### src/logic/clk_rst_pkg.sv
// constants shared by the reset and clock source selection block
// assumes a single 20 MHz system clock and an 8-bit register port
package clk_rst_pkg;
  localparam int unsigned CLK_MHZ          = 20;                // system clock rate
  localparam int unsigned RST_PULSE_NS     = 500;               // least reset pin low time
  localparam int unsigned RST_PULSE_CYC    = (RST_PULSE_NS * CLK_MHZ + 999) / 1000;
  localparam int unsigned HOST_QUIET_US    = 500;               // host quiet time after reset
  localparam int unsigned HOST_QUIET_CYC   = HOST_QUIET_US * CLK_MHZ;
  localparam int unsigned AW               = 8;                 // register address width
  localparam int unsigned DW               = 8;                 // register data width
  // register offsets
  localparam logic [7:0] ADDR_CTRL         = 8'h01;             // reset and power-down
  localparam logic [7:0] ADDR_PORT_A       = 8'h03;             // serial port a clocking
  localparam logic [7:0] ADDR_PORT_B       = 8'h05;             // serial port b clocking
  localparam logic [7:0] ADDR_TX           = 8'h07;             // transmitter clocking
  localparam logic [7:0] ADDR_RX           = 8'h08;             // receiver reference select
  localparam logic [7:0] ADDR_STATUS       = 8'h09;             // read-only state
  // control register fields
  localparam int unsigned CTRL_RESET_BIT   = 7;                 // write one: soft reset
  localparam int unsigned PWR_PORT_A       = 0;                 // one: block running
  localparam int unsigned PWR_PORT_B       = 1;
  localparam int unsigned PWR_TX           = 2;
  localparam int unsigned PWR_RX           = 3;
  localparam logic [3:0] PWR_RESET         = 4'h0;              // all blocks powered down
  // port config fields: bit0 master, bits2:1 source, bits4:3 ratio
  localparam int unsigned CFG_MASTER_BIT   = 0;
  localparam int unsigned CFG_SRC_LO       = 1;
  localparam int unsigned CFG_RATIO_LO     = 3;
  // transmitter config fields: bit0 source, bits2:1 ratio
  localparam int unsigned TX_SRC_BIT       = 0;
  localparam int unsigned TX_RATIO_LO      = 1;
  // clock sources as indices of the edge vector
  localparam logic [1:0] SRC_MCLK          = 2'h0;
  localparam logic [1:0] SRC_REFIN         = 2'h1;
  localparam logic [1:0] SRC_RECOV         = 2'h2;
  // divider geometry: lrck half period is 64 source edges per ratio step
  localparam logic [8:0] LRCK_HALF_STEP    = 9'h040;
  localparam logic [7:0] REG_RESET         = 8'h00;
endpackage : clk_rst_pkg

### src/logic/clk_rst_ctrl.sv
// reset handling, power-down control and master clock source selection
// assumes clock pins are far slower than clk and arrive unsynchronised
module clk_rst_ctrl
  import clk_rst_pkg::*;
(
  input  wire logic                       clk,                    // 20 MHz system clock
  input  wire logic                       rst,                    // synchronous, active high
  input  wire logic                       chip_reset_n,           // asynchronous reset pin
  input  wire logic                       mclk_pin,               // main master clock input
  input  wire logic                       receiver_ref_clock_in,  // receiver reference clock pin
  input  wire logic                       recovered_clock_raw,    // clock from receiver core
  input  wire logic [clk_rst_pkg::AW-1:0] reg_addr,
  input  wire logic [clk_rst_pkg::DW-1:0] reg_wdata,
  input  wire logic                       reg_wr,
  input  wire logic                       reg_rd,
  output logic      [clk_rst_pkg::DW-1:0] reg_rdata,
  input  wire logic                       port_a_lrck_in,
  output logic                            port_a_lrck_out,
  output logic                            port_a_lrck_oe,
  input  wire logic                       port_a_bck_in,
  output logic                            port_a_bck_out,
  output logic                            port_a_bck_oe,
  input  wire logic                       port_b_lrck_in,
  output logic                            port_b_lrck_out,
  output logic                            port_b_lrck_oe,
  input  wire logic                       port_b_bck_in,
  output logic                            port_b_bck_out,
  output logic                            port_b_bck_oe,
  output logic                            tx_frame_tick,          // one pulse per frame
  output logic                            rx_ref_tick,            // receiver reference edge
  output logic                            recovered_clock_out,
  output logic      [3:0]                 block_run                // per-block power state
);
  import clk_rst_pkg::*;

  // how the block works, in brief:
  // - three reset causes meet in rst_int: the rst input, the pin reset
  //   after its release synchroniser, and the one-cycle soft reset pulse
  // - every reset cause clears the whole state at once, so no setting
  //   survives a reset and every block comes back powered down
  // - the clock pins are not clocks inside this block; they are sampled
  //   by clk and turned into one-cycle edge enables
  // - this limits the usable source rate to well below half of clk; a
  //   faster master clock would alias and drop edges
  // - each divider counts edges of its own selected source and makes
  //   the word clock, the bit clock and a frame wrap pulse
  // - source and ratio settings reach a running divider only at a frame
  //   wrap, so a change never shortens a word clock half period
  // - a stopped divider follows its settings at once, since its outputs
  //   are held low and nothing downstream can see a runt pulse
  // - a serial port in slave mode leaves its divider stopped; its clock
  //   pins are then inputs and only their levels are reported
  // - the transmitter can never pick the reference pin, because its
  //   source field has only one bit
  // - the receiver path only forwards edges and levels; the lock loop
  //   itself lives outside this block
  // - all outputs come from the state register, so nothing combinational
  //   reaches a pin
  // - the register port never stalls: writes land at the next edge and
  //   read data stand for exactly one cycle after the strobe

  // one clock divider: latched source and ratio, edge and bit counters
  typedef struct packed {
    logic [1:0] src;      // source in use, changed only at frame wrap or while stopped
    logic [1:0] ratio;    // 0..3 selects 128, 256, 384, 512
    logic [8:0] cnt;      // source edges within one frame
    logic [2:0] bcnt;     // source edges within one bit clock
    logic       lrck;
    logic       bck;
    logic       wrap;     // frame boundary seen this cycle
  } div_t;

  typedef struct packed {
    logic [7:0]    ctrl;     // power bits
    logic [7:0]    cfg_a;
    logic [7:0]    cfg_b;
    logic [7:0]    cfg_tx;
    logic [7:0]    cfg_rx;
    logic [7:0]    rdata;
    logic          soft_rst; // one cycle of internal reset after the bit write
    logic [2:0]    prev;     // last synchronised level of each source
    div_t [2:0]    div;      // port a, port b, transmitter
    logic          rx_tick;
    logic          recov;
    logic [3:0]    slave_lvl; // synchronised slave clock levels
  } state_t;

  // divider reset value: idle low outputs, counters cleared
  localparam div_t DIV_RESET = '{src: SRC_MCLK, ratio: 2'h0, cnt: 9'h000, bcnt: 3'h0,
                                 lrck: 1'b0, bck: 1'b0, wrap: 1'b0};

  state_t s_reg;   // all registers
  state_t s_next;  // their next value

  logic [1:0] rst_sync;       // release synchroniser for the reset pin
  logic [2:0] src_meta;       // first stage of clock pin synchronisers
  logic [2:0] src_sync;       // second stage, the only stage logic reads
  logic [3:0] slv_meta;       // first stage for slave clock inputs
  logic [3:0] slv_sync;
  logic       rst_int;        // combined reset seen by the state
  logic [2:0] edges;          // one-cycle enables, one per source

  // reset pin asserts at once but releases on clk; only constants under async reset
  always_ff @(posedge clk or negedge chip_reset_n)
  begin
    if (!chip_reset_n)
      rst_sync <= 2'h0;
    else
      rst_sync <= {rst_sync[0], 1'b1};
  end

  // two flip-flops before any logic touches a pin
  always_ff @(posedge clk)
  begin
    src_meta <= {recovered_clock_raw, receiver_ref_clock_in, mclk_pin};
    src_sync <= src_meta;
    slv_meta <= {port_b_bck_in, port_b_lrck_in, port_a_bck_in, port_a_lrck_in};
    slv_sync <= slv_meta;
  end

  assign rst_int = rst | ~rst_sync[1] | s_reg.soft_rst;
  assign edges   = src_sync & ~s_reg.prev;                // rising edge enables

  // advance one divider by a source edge; new settings load only at the frame wrap or while stopped
  // the frame is 2 * 64 * (ratio + 1) source edges long; the bit counter
  // runs 64 times per frame, so one bit clock lasts 2 * (ratio + 1) edges
  // the ratio is widened before the plus one: in two bits the largest
  // ratio would wrap to zero and give an empty frame
  function automatic div_t div_step(input div_t d, input logic run, input logic edge_en,
                                    input logic [1:0] new_src, input logic [1:0] new_ratio);
    div_t       n;
    logic [8:0] half;
    logic [8:0] last;
    n      = d;
    n.wrap = 1'b0;
    half   = LRCK_HALF_STEP * ({7'h00, d.ratio} + 9'h001);
    last   = 9'((half << 1) - 9'h001);
    if (!run)
    begin
      n       = DIV_RESET;                // stopped block holds outputs low
      n.src   = new_src;
      n.ratio = new_ratio;
    end
    else if (edge_en)
    begin
      if (d.cnt == last)
      begin
        n.cnt   = 9'h000;
        n.bcnt  = 3'h0;
        n.wrap  = 1'b1;
        n.src   = new_src;
        n.ratio = new_ratio;
      end
      else
      begin
        n.cnt  = d.cnt + 9'h001;
        n.bcnt = (d.bcnt == {d.ratio, 1'b1}) ? 3'h0 : d.bcnt + 3'h1;
      end
      n.lrck = (n.cnt >= half);
      n.bck  = (n.bcnt > {1'b0, d.ratio});  // bit clock is 64 times word clock
    end
    return n;
  endfunction : div_step

  // next-state logic: register port, power control, dividers
  // read data default to zero, so the read port shows a value for exactly
  // one cycle after the strobe and idles low otherwise
  // a soft reset write still loads the run bits here, but the reset pulse
  // of the next cycle clears them again before any block can start
  // the edge history is refreshed every cycle, so an edge enable never
  // lasts more than one cycle whatever the source rate
  always_comb
  begin
    s_next           = s_reg;
    s_next.soft_rst  = 1'b0;
    s_next.prev      = src_sync;
    s_next.slave_lvl = slv_sync;
    s_next.rdata     = REG_RESET;
    // register writes
    if (reg_wr)
    begin
      case (reg_addr)
        ADDR_CTRL:
        begin
          s_next.ctrl     = {4'h0, reg_wdata[3:0]};
          s_next.soft_rst = reg_wdata[CTRL_RESET_BIT];
        end
        ADDR_PORT_A: s_next.cfg_a  = {3'h0, reg_wdata[4:0]};
        ADDR_PORT_B: s_next.cfg_b  = {3'h0, reg_wdata[4:0]};
        ADDR_TX:     s_next.cfg_tx = {5'h00, reg_wdata[2:0]};
        ADDR_RX:     s_next.cfg_rx = {7'h00, reg_wdata[0]};
        default:     s_next.ctrl   = s_reg.ctrl;     // unmapped writes ignored
      endcase
    end
    // register reads, answered in the next cycle
    if (reg_rd)
    begin
      case (reg_addr)
        ADDR_CTRL:   s_next.rdata = s_reg.ctrl;
        ADDR_PORT_A: s_next.rdata = s_reg.cfg_a;
        ADDR_PORT_B: s_next.rdata = s_reg.cfg_b;
        ADDR_TX:     s_next.rdata = s_reg.cfg_tx;
        ADDR_RX:     s_next.rdata = s_reg.cfg_rx;
        // status: slave pin levels, transmitter on the recovered clock, word clocks
        ADDR_STATUS: s_next.rdata = {s_reg.slave_lvl, s_reg.div[2].src[1], s_reg.div[2].lrck,
                                     s_reg.div[1].lrck, s_reg.div[0].lrck};
        default:     s_next.rdata = REG_RESET;        // unmapped reads zero
      endcase
    end
    // serial ports run only when powered and in master mode
    s_next.div[0] = div_step(s_reg.div[0],
                             s_reg.ctrl[PWR_PORT_A] & s_reg.cfg_a[CFG_MASTER_BIT],
                             edges[s_reg.div[0].src],
                             s_reg.cfg_a[CFG_SRC_LO +: 2] == 2'h3 ? SRC_MCLK
                                                                  : s_reg.cfg_a[CFG_SRC_LO +: 2],
                             s_reg.cfg_a[CFG_RATIO_LO +: 2]);
    s_next.div[1] = div_step(s_reg.div[1],
                             s_reg.ctrl[PWR_PORT_B] & s_reg.cfg_b[CFG_MASTER_BIT],
                             edges[s_reg.div[1].src],
                             s_reg.cfg_b[CFG_SRC_LO +: 2] == 2'h3 ? SRC_MCLK
                                                                  : s_reg.cfg_b[CFG_SRC_LO +: 2],
                             s_reg.cfg_b[CFG_RATIO_LO +: 2]);
    // transmitter: main clock or recovered clock only, never the reference pin
    s_next.div[2] = div_step(s_reg.div[2], s_reg.ctrl[PWR_TX], edges[s_reg.div[2].src],
                             s_reg.cfg_tx[TX_SRC_BIT] ? SRC_RECOV : SRC_MCLK,
                             s_reg.cfg_tx[TX_RATIO_LO +: 2]);
    // receiver reference edge from the selected input while the receiver runs
    s_next.rx_tick = s_reg.ctrl[PWR_RX] & (s_reg.cfg_rx[0] ? edges[SRC_REFIN]
                                                          : edges[SRC_MCLK]);
    // recovered clock forwarded only while the receiver is released
    s_next.recov = s_reg.ctrl[PWR_RX] & src_sync[SRC_RECOV];
  end

  // single state register; reset clears every setting and powers blocks down
  // the dividers are reset to their own idle value, which keeps the
  // source field on the main clock after any reset
  // rst_int is only released in step with clk, so this stays a plain
  // synchronous reset; only the release flip-flops see the pin directly
  always_ff @(posedge clk)
  begin
    if (rst_int)
    begin
      s_reg        <= '0;
      s_reg.ctrl   <= {4'h0, PWR_RESET};
      s_reg.div[0] <= DIV_RESET;
      s_reg.div[1] <= DIV_RESET;
      s_reg.div[2] <= DIV_RESET;
    end
    else
      s_reg <= s_next;
  end

  // outputs straight from the state register
  // output enables follow the master bit alone: a master port that is
  // powered down still drives its pins, low, rather than floating them
  // a slave port never drives, whatever its power bit says
  assign reg_rdata           = s_reg.rdata;
  assign port_a_lrck_out     = s_reg.div[0].lrck;
  assign port_a_bck_out      = s_reg.div[0].bck;
  assign port_a_lrck_oe      = s_reg.cfg_a[CFG_MASTER_BIT];   // slave: pin is an input
  assign port_a_bck_oe       = s_reg.cfg_a[CFG_MASTER_BIT];
  assign port_b_lrck_out     = s_reg.div[1].lrck;
  assign port_b_bck_out      = s_reg.div[1].bck;
  assign port_b_lrck_oe      = s_reg.cfg_b[CFG_MASTER_BIT];
  assign port_b_bck_oe       = s_reg.cfg_b[CFG_MASTER_BIT];
  assign tx_frame_tick       = s_reg.div[2].wrap;
  assign rx_ref_tick         = s_reg.rx_tick;
  assign recovered_clock_out = s_reg.recov;
  assign block_run           = s_reg.ctrl[3:0];
endmodule : clk_rst_ctrl

### config.mk
export PLATFORM = sky130hd
export DESIGN_NAME = clk_rst_ctrl
export DESIGN_NICKNAME = d
export VERILOG_FILES = /design/src/logic/clk_rst_pkg.sv /design/src/logic/clk_rst_ctrl.sv
export SDC_FILE = /design/constraint.sdc
export NUM_CORES = 1
export LEC_CHECK = 0
export ABC_AREA = 1
export BUFFER_PORTS_ARGS = -buffer_cell sky130_fd_sc_hd__buf_2
export CAP_MARGIN = 20
export CELL_PAD_IN_SITES_DETAIL_PLACEMENT = 0
export CELL_PAD_IN_SITES_GLOBAL_PLACEMENT = 1
export CORE_MARGIN = 3
export CORE_UTILIZATION = 39
export CTS_CLUSTER_SIZE = 24
export DETAILED_ROUTE_END_ITERATION = 12
export GPL_TIMING_DRIVEN = 0
export PLACE_DENSITY = 0.74
export SETUP_SLACK_MARGIN = 0.4
export SYNTH_ARGS = -nofsm -noshare
export SYNTH_HDL_FRONTEND = slang
export SYNTH_SLANG_ARGS = --single-unit
export TNS_END_PERCENT = 30
### constraint.sdc
create_clock -name clk -period 2 [get_ports clk]
set_input_delay 0.4 -clock clk [delete_from_list [all_inputs] [get_ports clk]]
set_output_delay 0.4 -clock clk [all_outputs]
set_load 0.05 [all_outputs]
==> flow_summary.yaml <==
min_path:
  whs_path_depth: 1
  whs_endpoint: "slv_meta[0]"
  worstHoldStart: "port_a_lrck_in"
  hp-class: "in2reg"
synth:
  synthesis.nets: 745
  yosysSeqAreaShare_pct: 40.7
  ys_ff_latch: 102
  async_reset_ff_share_pct: 1.96
  yosys_warnings: 0
  syn-cell-area_um2: 5040
  synthDistinctLibCells: 40
  synth_cells: 693
  synth_ff_type: "dfxtp_1"
  synth_area_per_cell_um2: 7.28
  synth-edff-count: 0
worst_setup_path:
  start_kind: "register"
  crit_type: "reg2reg"
  end_kind: "register"
  required_ns: 2.24
  crit_chain: "ha_4 -> inv_4 -> nand2_2 -> nand2_1 -> nand2_1 -> nand2_2 -> nand2_4 -> nand3_2 -> inv_2 -> ha_4 -> a21oi_1 -> o211ai_1 -> nor2_1 -> nor2_1"
  crit_family: "simple AND/OR/NAND/NOR gates"
  r2r-end: "port_b_lrck_out"
  crit_slowest_cell: "dfxtp_4"
  slowest_delay_ns: 0.36
  r2r_slack_ns: -0.005
  worstRegToRegCells: 14
  crit_arrival_ns: 2.25
  r2r_start: "s_reg[41]"
  crit_fanout: 4
  worst-path-buf-inv: 2
sta:
  fmax_mhz: 499
  finalClockSkew_ns: 0.00501
  finalCritPeriodShare_pct: 100
  worst_pin_slew_ns: 0.677
  hold_violations: 0
  setup_viol: 1
  rsz0062_at_grt: "true"
  maxSlewViolCount: 0
  holdWs_ns: 0.148
  fin_crit_ns: 2.01
  fin_ws_ns: -0.00534
  slew_headroom_pct: 53.7
clock_network:
  cts.sinks: 102
  clkTransAtPathRegs_ns: 0.07
  cts_tree: "done"
  cts_buffers: 9
  htree_levels: 3
  root_buffer: "clkbuf_16"
  clk_latency_ns: 0.35
  clockBufferDepth: 2
layout:
  num_antenna_cells: 0
  layout_commonest_cell: "nand2_1"
  fin_util_pct: 53.5
  stdcell_area_um2: 6590
  synthToLayoutAreaGrowth_pct: 30.6
  largest_reg_flops: 65
  nFillCells: 1234
  multi_input_area_um2: 2840
  regArea_um2: 2110
  layout-drive-gt1-share_pct: 32.0
  layout.nets: 844
  final_cells: 965
  layout_common_cells: "112 x nand2_1, 79 x inv_1, 77 x dfxtp_1"
detailed_routing:
  num_vias: 4641
  via_per_inst: 4.81
  wl_mm: 12.6
  ant_nets: 0
  remaining_drc_errors: 0
  firstDrtPassIters: 5
  wl_per_cell_um: 13.1
  drtIter0Drc: 295
status:
  status: "finished, violations left"
  violations: "setup timing"
global_routing:
  overflow: 0
  grt_pass1_wl_mm: 20.2
  busiest_layer: "met2"
  grtUsageMet3_pct: 2.59
  grt_pass1_vias: 4296
  grt_max_degree: 19
  met2_usage_pct: 28.7
  antenna_found_initial: 0
  grt.total_usage_pct: 17.4
  use_met1_pct: 23.0
die:
  start_util_pct: 41.0
  placementRows: 40
  fp.dieH_um: 120
  coreArea_um2: 12300
  io_pins: 51
  dieWidth_um: 120
  dieArea_um2: 14300
placed_design:
  place_inst: 909
  gp_congestion: 0.815
  placed_area_um2: 5600
  dpl.hpwl_mm: 8.77
  port_buffers: 48
power:
  finalPower_w: 0.00400
  power.density_nw_per_um2: 607
  p_leak_nw: 2.92
  vdd_drop_max_mv: 0.459
run:
  drv_cap: 0
worst register-to-register path, cell delays in order, from the launching register on:
cell,delay [ns]
dfxtp_4,0.36
ha_4,0.28
inv_4,0.03
nand2_2,0.07
nand2_1,0.05
nand2_1,0.07
nand2_2,0.09
nand2_4,0.10
nand3_2,0.08
inv_2,0.08
ha_4,0.21
a21oi_1,0.18
o211ai_1,0.12
nor2_1,0.13
nor2_1,0.06
kinds of logic after synthesis:
group / synth area share (%)
other: 0.0744
AO/OA/AOI/OAI: 14.1
adder cells (fa/ha/maj): 5.95
buffers and inverters: 10.5
AND/OR/NAND/NOR: 26.2
flip-flops: 40.7
XOR/XNOR: 2.43
how the worst max path moves through the flow:
stage	slack, ns	cells past startpoint	to	startpoint
2_1_floorplan	0.14	15	port_a_bck_out	s_reg[21]
3_3_place_gp	-0.13	13	port_a_lrck_out	s_reg[12]
3_5_place_dp	-0.13	13	port_b_lrck_out	s_reg[31]
4_1_cts	0.04	15	port_a_bck_out	s_reg[22]
5_1_grt	-0.12	14	port_a_lrck_out	s_reg[14]
6_report	-0.005	14	port_b_lrck_out	s_reg[41]
power by group:
| part | leakage [nW] | switching [W] | internal [W] |
|---|---|---|---|
| sequential | 0.850 | 0.00000711 | 0.00204 |
| combinational | 1.93 | 0.000116 | 0.0000565 |
| clock | 0.147 | 0.000841 | 0.000939 |
| total | 2.92 | 0.000964 | 0.00303 |
synthesized netlist by cell type, drive strengths merged (3+ instances only):
library cell / count / share of area (%)
a21oi: 59 / 5.9
buf: 20 / 2.8
clkbuf: 5 / 0.37
dfxtp: 100 / 40
ha: 24 / 6.0
inv: 99 / 7.4
nand2: 144 / 12
nand3: 47 / 4.8
nand3b: 3 / 0.45
nand4: 5 / 0.62
nor2: 85 / 7.2
nor3: 7 / 0.92
o211ai: 5 / 0.74
o21ai: 58 / 6.1
o22ai: 3 / 0.37
or2: 4 / 0.50
xnor2: 4 / 0.69
xor2: 10 / 1.7
stage by stage:
step / setup WS [ns] / setup TNS [ns]
2_1_floorplan: 0.137 / 0
3_3_place_gp: -0.129 / -0.367
3_5_place_dp: -0.129 / -0.424
4_1_cts: 0.0403 / 0
5_1_grt: -0.123 / -0.370
6_report: -0.00534 / -0.00534
final cells by class:
cell class,count,share of cell area (%)
multi-input cells,467,43.1
flip-flops and latches,102,32.0
repair buffers,88,8.76
inverters,99,5.79
clock buffers,10,3.80
well taps,168,3.19
plain buffers,25,2.56
clock inverters,6,0.760
layer usage:
metal / routed length (um) / up-vias
met5: 0 / -
met1: 5980 / 2124
met3: 375 / 20
met4: 220 / 0
met2: 6050 / 76
li1: - / 2421
repair_timing:
item / CTS / global route
hold endpoints to repair: 2 / 0
hold buffers: 1 / 0
setup buffers: 24 / 15
resized for setup: 46 / 71
pin swaps: 27 / 42
setup endpoints to repair: 41 / 46
No activity file was read; power rests on OpenSTA's default activity.
